===== src/sto_pkg.sv =====
// Purpose: constants and carrier types for the torque-off supervisor
// Assumes: 40 MHz system clock
// Notes: one package shared by the design file and the bench
// Function
// - energised input: standby, start from selected source
// - de-energised input: coast stop, torque-off mode
// - no-torque output within 1 ms
// - monitoring status changes within 20 ms
// - channel fault shown, not-healthy within 20 ms
// - display inhibit unless tripped, then trip
// - relay one opens at setting 13
// - relay two opens at setting 13
// - channel fault raises code 29
// - supervision never disabled by settings
// - edge mode starts only on run rising edge
// - start mode defaults to auto restart
package sto_pkg;
  // ---------------------------------------------------------------
  // timing
  // ---------------------------------------------------------------
  localparam int unsigned CLK_HZ = 40000000;
  localparam int unsigned STATUS_MAX_MS = 20;
  localparam int unsigned DISAGREE_US = 1000;
  localparam int unsigned DISAGREE_CYC = DISAGREE_US * (CLK_HZ / 1000000);
  localparam int unsigned CNT_W = 16;
  // ---------------------------------------------------------------
  // codes and settings
  // ---------------------------------------------------------------
  localparam logic [7:0] RELAY_FN_STO = 8'h0d;
  localparam logic [7:0] FAULT_CODE_CHAN = 8'h1d;
  localparam logic [7:0] FAULT_CODE_NONE = 8'h00;
  localparam logic [1:0] SRC_TERMINAL = 2'h0;
  localparam logic [1:0] SRC_KEYPAD = 2'h1;
  localparam logic [1:0] SRC_FIELDBUS = 2'h2;
  localparam logic START_MODE_AUTO = 1'b0;
  localparam logic START_MODE_EDGE = 1'b1;

  typedef enum logic [1:0] {
    ST_INHIBIT = 2'b00,
    ST_STANDBY = 2'b01,
    ST_RUN = 2'b10
  } sto_state_t;

  typedef enum logic [1:0] {
    DSP_NORMAL = 2'b00,
    DSP_INHIBIT = 2'b01,
    DSP_TRIP = 2'b10
  } sto_disp_t;

  typedef struct packed {
    logic [1:0] ch_meta;
    logic [1:0] ch_sync;
    logic run_prev;
    logic fault;
    logic [CNT_W-1:0] dis_cnt;
    sto_state_t state;
    logic healthy;
    sto_disp_t disp;
    logic [7:0] code;
  } sto_st_t;

  typedef struct packed {
    logic [1:0] start_source_select;
    logic start_mode_select;
    logic [7:0] relay_one_function_select;
    logic [7:0] relay_two_function_select;
  } sto_cfg_t;
endpackage


===== src/sto_supervisor.sv =====
// Purpose: two-channel torque-off input supervisor
// Assumes: channel inputs asynchronous, high when energised
// Notes: all state in one struct; clock enable freezes it
`timescale 1ns/1ps
module sto_supervisor (
  input wire logic sys_clk_i,
  input wire logic resetn_i,
  input wire logic clk_en_i,
  input wire logic [1:0] sto_ch_i,
  input wire logic [1:0] start_source_select_i,
  input wire logic start_mode_select_i,
  input wire logic [7:0] relay_one_function_select_i,
  input wire logic [7:0] relay_two_function_select_i,
  input wire logic run_terminal_i,
  input wire logic run_keypad_i,
  input wire logic run_fieldbus_i,
  input wire logic trip_i,
  input wire logic [7:0] trip_code_i,
  input wire logic fault_reset_i,
  output logic gate_enable_o,
  output logic sto_active_o,
  output logic healthy_o,
  output logic relay_one_closed_o,
  output logic relay_two_closed_o,
  output logic [1:0] display_o,
  output logic [7:0] fault_code_o
);
  sto_pkg::sto_st_t st_reg;
  sto_pkg::sto_st_t st_next;
  sto_pkg::sto_cfg_t cfg;
  logic run_cmd;
  logic both_on;
  logic any_off;
  logic run_edge;
  localparam int unsigned N_RELAY = 2;
  logic [7:0] relay_sel [N_RELAY];
  logic [N_RELAY-1:0] relay_closed;
  // reset image: torque off, healthy, inhibit shown, no code
  localparam sto_pkg::sto_st_t ST_RESET = '{
    ch_meta: '0,
    ch_sync: '0,
    run_prev: 1'b0,
    fault: 1'b0,
    dis_cnt: '0,
    state: sto_pkg::ST_INHIBIT,
    healthy: 1'b1,
    disp: sto_pkg::DSP_INHIBIT,
    code: sto_pkg::FAULT_CODE_NONE
  };

  // ---------------------------------------------------------------
  // config carrier and run source
  // ---------------------------------------------------------------
  always_comb begin
    cfg.start_source_select = start_source_select_i;
    cfg.start_mode_select = start_mode_select_i;
    cfg.relay_one_function_select = relay_one_function_select_i;
    cfg.relay_two_function_select = relay_two_function_select_i;
    unique case (cfg.start_source_select)
      sto_pkg::SRC_TERMINAL: run_cmd = run_terminal_i;
      sto_pkg::SRC_KEYPAD: run_cmd = run_keypad_i;
      sto_pkg::SRC_FIELDBUS: run_cmd = run_fieldbus_i;
      default: run_cmd = 1'b0;
    endcase
  end

  assign both_on = &st_reg.ch_sync;
  assign any_off = ~both_on;
  assign run_edge = run_cmd & ~st_reg.run_prev;

  // ---------------------------------------------------------------
  // next state
  // ---------------------------------------------------------------
  always_comb begin
    st_next = st_reg;
    st_next.ch_meta = sto_ch_i;
    st_next.ch_sync = st_reg.ch_meta;
    st_next.run_prev = run_cmd;
    // disagreement filter; fault latches until reset with channels agreeing
    if (st_reg.ch_sync[0] != st_reg.ch_sync[1]) begin
      if (st_reg.dis_cnt >= sto_pkg::CNT_W'(sto_pkg::DISAGREE_CYC - 1)) begin
        st_next.fault = 1'b1;
      end else begin
        st_next.dis_cnt = st_reg.dis_cnt + 1'b1;
      end
    end else begin
      st_next.dis_cnt = '0;
      if (fault_reset_i) begin
        st_next.fault = 1'b0;
      end
    end
    // no setting input reaches the drop to inhibit, so supervision cannot be disabled
    unique case (st_reg.state)
      sto_pkg::ST_INHIBIT: begin
        if (both_on) begin
          st_next.state = sto_pkg::ST_STANDBY;
        end
      end
      sto_pkg::ST_STANDBY: begin
        if (any_off) begin
          st_next.state = sto_pkg::ST_INHIBIT;
        end else if (!trip_i && !st_reg.fault) begin
          if (cfg.start_mode_select == sto_pkg::START_MODE_EDGE) begin
            if (run_edge) begin
              st_next.state = sto_pkg::ST_RUN;
            end
          end else if (run_cmd) begin
            st_next.state = sto_pkg::ST_RUN;
          end
        end
      end
      sto_pkg::ST_RUN: begin
        if (any_off) begin
          st_next.state = sto_pkg::ST_INHIBIT;
        end else if (!run_cmd || trip_i || st_reg.fault) begin
          st_next.state = sto_pkg::ST_STANDBY;
        end
      end
      default: st_next.state = sto_pkg::ST_INHIBIT;
    endcase
    // report fields follow the next state, so display never lags the mode outputs
    st_next.healthy = ~st_next.fault & ~trip_i;
    if (st_next.fault) begin
      st_next.disp = sto_pkg::DSP_TRIP;
      st_next.code = sto_pkg::FAULT_CODE_CHAN;
    end else if (trip_i) begin
      st_next.disp = sto_pkg::DSP_TRIP;
      st_next.code = trip_code_i;
    end else if (st_next.state == sto_pkg::ST_INHIBIT) begin
      st_next.disp = sto_pkg::DSP_INHIBIT;
      st_next.code = sto_pkg::FAULT_CODE_NONE;
    end else begin
      st_next.disp = sto_pkg::DSP_NORMAL;
      st_next.code = sto_pkg::FAULT_CODE_NONE;
    end
  end

  // ---------------------------------------------------------------
  // state register
  // ---------------------------------------------------------------
  always_ff @(posedge sys_clk_i or negedge resetn_i) begin
    if (!resetn_i) begin
      st_reg <= ST_RESET;
    end else if (clk_en_i) begin
      st_reg <= st_next;
    end
  end

  // ---------------------------------------------------------------
  // outputs
  // ---------------------------------------------------------------
  // gate enable follows the state register: 3 cycles from pin, far under 1 ms
  assign gate_enable_o = (st_reg.state == sto_pkg::ST_RUN);
  assign sto_active_o = (st_reg.state == sto_pkg::ST_INHIBIT);
  assign healthy_o = st_reg.healthy;
  assign display_o = st_reg.disp;
  assign fault_code_o = st_reg.code;

  // ---------------------------------------------------------------
  // relay drivers
  // ---------------------------------------------------------------
  // a relay given any other function stays closed here; that function lives elsewhere
  assign relay_sel[0] = cfg.relay_one_function_select;
  assign relay_sel[1] = cfg.relay_two_function_select;
  for (genvar r = 0; r < N_RELAY; r++) begin : g_relay
    assign relay_closed[r] =
      (relay_sel[r] == sto_pkg::RELAY_FN_STO) ? ~sto_active_o : 1'b1;
  end
  assign relay_one_closed_o = relay_closed[0];
  assign relay_two_closed_o = relay_closed[1];
endmodule // sto_supervisor


===== config.mk =====
export PLATFORM = sky130hd
export DESIGN_NAME = sto_supervisor
export DESIGN_NICKNAME = d
export VERILOG_FILES = /design/src/sto_pkg.sv /design/src/sto_supervisor.sv
export SDC_FILE = /design/constraint.sdc
export NUM_CORES = 1
export LEC_CHECK = 0
export ABC_AREA = 1
export ABC_CLOCK_PERIOD_IN_PS = 2400
export BUFFER_PORTS_ARGS = -buffer_cell sky130_fd_sc_hd__buf_2
export CELL_PAD_IN_SITES_DETAIL_PLACEMENT = 0
export CELL_PAD_IN_SITES_GLOBAL_PLACEMENT = 1
export CORE_AREA = 2 2 76 78
export DETAILED_ROUTE_END_ITERATION = 7
export DIE_AREA = 0 0 78 80
export PLACE_DENSITY = 0.84
export SLEW_MARGIN = 25
export SYNTH_ARGS = -nofsm -noshare
export SYNTH_HDL_FRONTEND = slang
export SYNTH_SLANG_ARGS = --single-unit

===== constraint.sdc =====
create_clock -name sys_clk_i -period 2.4 [get_ports sys_clk_i]
set_input_delay 0.24 -clock sys_clk_i [delete_from_list [all_inputs] [get_ports sys_clk_i]]
set_output_delay 0.24 -clock sys_clk_i [all_outputs]
set_load 0.02 [all_outputs]

---- Word-level counts from Yosys, hierarchy flattened ----
Cells that the tools add are included.
cells by class
  bitwise gates (word level) .............. 6
  order comparisons ....................... 1
  multiplexer cells ....................... 19
  $add $sub $neg .......................... 1
  reductions and logical operators ........ 11
  equal/unequal tests ..................... 8
operator list
  cell                   number
  $mux 10                2
  $mux 17                1
  $add 16x1->16 const B  1
  $eq 8x4->1 const B     2
  $ge 16x16->1 const B   1
  $mux 16                1
  $mux 2                 8
  $mux 9                 1
  $logic_not 2->1        3
  $pmux 2 s3             1
  $eq 2x1->1 const B     2
  $eq 2x2->1 const B     2
  $mux 1                 4
  $not 1->1              4
  $reduce_and 2->1       2
  $logic_not 1->1        3
  $pmux 1 s3             1
  $and 1x1->1            2
  $logic_or 1x1->1       2
  $ne 2x2->1 const B     1
  $logic_and 1x1->1      1
  $ne 1x1->1             1
word-level totals
  flip-flop bits (word level) ............. 35
  output and inout bits ................... 15
  input bits .............................. 37

---- Longest topological paths before layout ----
  depth in word-level cells ............... 12
  depth in mapped cells ................... 11
  depth with buffers taken out ............ 10

---- Worst setup path after synthesis ----
No wires, ideal clock.
  kind .................................... register to register
  from .................................... register st_reg[31] (netlist name)
  to ...................................... register st_reg (netlist bit fault_code_o[1])
  data arrival time ....................... 1.429 ns
  data required time ...................... 2.282 ns
  slack ................................... 0.853 ns
  path buffers ............................ 2
  stages on the path, launching flop included .. 9
  path through ............................ dfrtp_1 ha_1 buf_4 clkinv_1 nand2_1 nand2_1 buf_2 nand4_1 nand2_1
between the ends
  cells in the longest elaborated chain, start to end .. 3
ends and longest elaborated chain
  what                    RTL line               RTL
  start, declared         sto_supervisor.sv:28   sto_pkg::sto_st_t st_reg;
  start signal, assigned  sto_supervisor.sv:145  st_reg <= st_next;
  $ne 1x1->1              sto_supervisor.sv:80   if (st_reg.ch_sync[0] != st_reg.ch_sync[1]) begin
  $mux 17                 sto_supervisor.sv:80
  $mux 10                 sto_supervisor.sv:123  if (st_next.fault) begin
Every way passes these cells.
A chain may end at the register's enable or synchronous reset.

---- Final worst setup path ----
  from .................................... register st_reg[31] (netlist name)
  to ...................................... register st_reg (netlist bit display_o[1])
Same word-level chain as after synthesis.

==> results.yml <==
floorplanning:
  core_mm2: 0.00541
  fp.dieArea_mm2: 0.00624
  io_pins: 52
  die_h_um: 80
  fp-row-count: 27
  die_w_um: 78
  start_util_pct: 39.3
synth:
  yosys-top-cells-area: "dfrtp_1, nand2_1, nor2_1"
  syn_area_mm2: 0.00212
  synth_seq_area_share_pct: 41.4
  syn_nets: 342
  syn-instance-count: 303
  synth_top_area_share_pct: 38.9
  synthDistinctLibCells: 24
  synth.largest_area_cell: "dfrtp_1"
  synth_seq_cells: 35
  syn_area_per_cell_um2: 7.01
  ys_warn_count: 0
outcome:
  status: "finished clean"
critical_path:
  r2r_cells: 7
  startpoint: "st_reg[31]$_DFFE_PN0P_"
  crit_top_cell: "nand2_1"
  critical_path.cell_chain: "ha_1, clkinv_1, nand2_1, nand2_1, nand3_1, nand2_1, nand2_1"
  endpoint_kind: "flip-flop"
  slowest_stage: "ha_1"
  cp.required_ns: 2.63
  critPathBufInv: 1
  crit_path_max_incr_delay_ns: 0.53
  critPathMaxFanout: 12
  r2r_slack_ns: 0.63
  critical_path_class: "reg2reg"
  timing.rr.end: "display_o[1]$_DFFE_PN0P_"
  crit_end: "display_o[1]$_DFFE_PN0P_"
  timing.rr.start: "st_reg[31]$_DFFE_PN0P_"
  cp.arrival_ns: 1.99
  critPathLaunchType: "flip-flop"
  path_depth: 7
  crit_family: "simple AND/OR/NAND/NOR gates"
detailed_routing:
  num_vias: 1951
  wirelength_mm: 4.64
  drc: 0
  vias_per_cell: 4.68
  drtIter0Drc: 104
  first_pass_iters: 4
  drtAntennaViolNets: 0
  wl_per_cell_um: 11.1
flow_run:
  cap_violations: 0
final_layout:
  layout-drive-gt1-share_pct: 19.4
  largest_register_ffs: 22
  layout.nets: 383
  layout_commonest_cell: "nand2_1"
  antenna_cells: 0
  final_cell_mix: "nand2_1, buf_2, nor2_1"
  nFillCells: 585
  area_delta_synth_final_pct: 16.3
  fin_area_mm2: 0.00247
global_route:
  grtUsageTotal_pct: 15.7
  grt_first_pass_wirelength_mm: 7.67
  grt_pass1_vias: 1685
  grt_max_degree: 36
  grt-ovfl-total: 0
  antenna_found_initial: 0
clocking:
  ctsHtreeMaxLevel: 2
  cts_inserted_buffers: 5
  clkSinkCount: 35
  clockRootBuffer: "clkbuf_8"
  cts-hold-fix-buffers: 0
  clk_latency_ns: 0.29
  ctsResizeCount: 0
  cts_tree: "done"
  clk_path_buf_depth: 2
  post-cts-setup-buffers: 0
  clkTransAtPathRegs_ns: 0.07
power:
  leakagePower_nw: 1.30
  total_power_w: 0.00149
  power.density_mw_per_mm2: 604
  ir_drop_v: 0.000280
sta:
  min_period_ns: 1.77
  timing.hold.ws_ns: 0.0343
  relSlewSlack_pct: 47.2
  hold_viol_final: 0
  finalClockSkew_ns: 0.00604
  tightest_slew_ns: 0.793
  rsz0062_at_grt: "no"
  tns_ns: 0
  setup_ws_ns: 0.635
  finalSetupViolCount: 0
  period_share_pct: 73.6
  final_max_slew_viol_count: 0
  fmax_mhz: 566
hold_path:
  holdCritPathClass: "in2async"
placement:
  placed_cell_area_mm2: 0.00235
  dp_slack_ns: 0.634
  dp_hpwl_mm: 3.41
  io_buffers: 51
  gp_congestion: 0.822
## worst reg2reg max path, delay by kind of cell (launching register included)
family        cells  cell delay, ns
buf+inv           1            0.17
flops             1            0.38
fa+ha+maj         1            0.53
simple gates      5            0.62
## routing by layer
| layer | track usage (%) | vias to the layer above | routed length (µm) |
|---|---|---|---|
| li1 | - | 1028 | - |
| met1 | 19.8 | 871 | 2210 |
| met2 | 26.6 | 47 | 2100 |
| met3 | 3.51 | 5 | 257 |
| met4 | 5.26 | 0 | 61 |
| met5 | 0 | - | 0 |
## logic make-up (layout without fill, tap and decap cells)
kind of cell / after synthesis / in the layout / share of synthesized area (%)
buf+inv: 38 / 80 / 9.60
fa+ha+maj: 2 / 2 / 1.18
compound gates: 18 / 18 / 4.48
xor+xnor: 11 / 11 / 4.54
simple gates: 199 / 199 / 38.8
flops: 35 / 35 / 41.4
## cells in the mapped netlist
cell type / number
xor2_1: 10
nor3b_1: 2
nand2_2: 1
o21ai_1: 7
nor2_1: 35
a21oi_1: 3
dfrtp_1: 33
a21oi_2: 1
clkbuf_1: 4
xnor2_1: 1
inv_1: 17
nor4_1: 2
buf_2: 1
buf_6: 2
clkinv_1: 2
nand2_4: 2
o21ai_0: 6
ha_1: 2
nand4_1: 9
nand3_1: 20
nand2_1: 128
a31oi_1: 1
dfstp_2: 2
buf_4: 12
## worst min path at each step
| stage | to | slack (ns) | startpoint | depth (start not counted) |
|---|---|---|---|---|
| after CTS | st_reg[22]$_DFFE_PN0P_ | 0.06 | resetn_i | 1 |
| after global routing | st_reg[15]$_DFFE_PN0P_ | 0.09 | resetn_i | 1 |
| after global placement | st_reg[26]$_DFFE_PN0P_ | 0.37 | resetn_i | 1 |
| final | st_reg[22]$_DFFE_PN0P_ | 0.03 | resetn_i | 1 |
| after floorplan | display_o[1]$_DFFE_PN0P_ | -0.06 | resetn_i | 0 |
| after detailed placement | st_reg[22]$_DFFE_PN0P_ | 0.37 | resetn_i | 1 |
## through the flow
stage	std cells	util (%)
6_report	417	45.7
3_3_place_gp	409	43.5
2_1_floorplan	303	-
3_5_place_dp	409	43.5
4_1_cts	417	45.7
5_1_grt	417	45.7
## power by group
part	internal [W]	total (W)	switching [W]	leakage, nW
combinational	0.0000939	0.000267	0.000174	0.781
sequential	0.000642	0.000676	0.0000343	0.457
clock	0.000336	0.000546	0.000211	0.0612
## layout make-up
cell class                 instances  area (µm²)  share of cell area, %
clock inverter                     2        35.0                   1.42
timing repair buffer              53         270                   10.9
sequential                        35         878                   35.6
clock buffer                       6        82.6                   3.35
inverter                          19        71.3                   2.89
tap                               72        90.1                   3.65
multi-input combinational        230        1040                   42.2
Note: power is estimated with default switching activity, not from simulation.
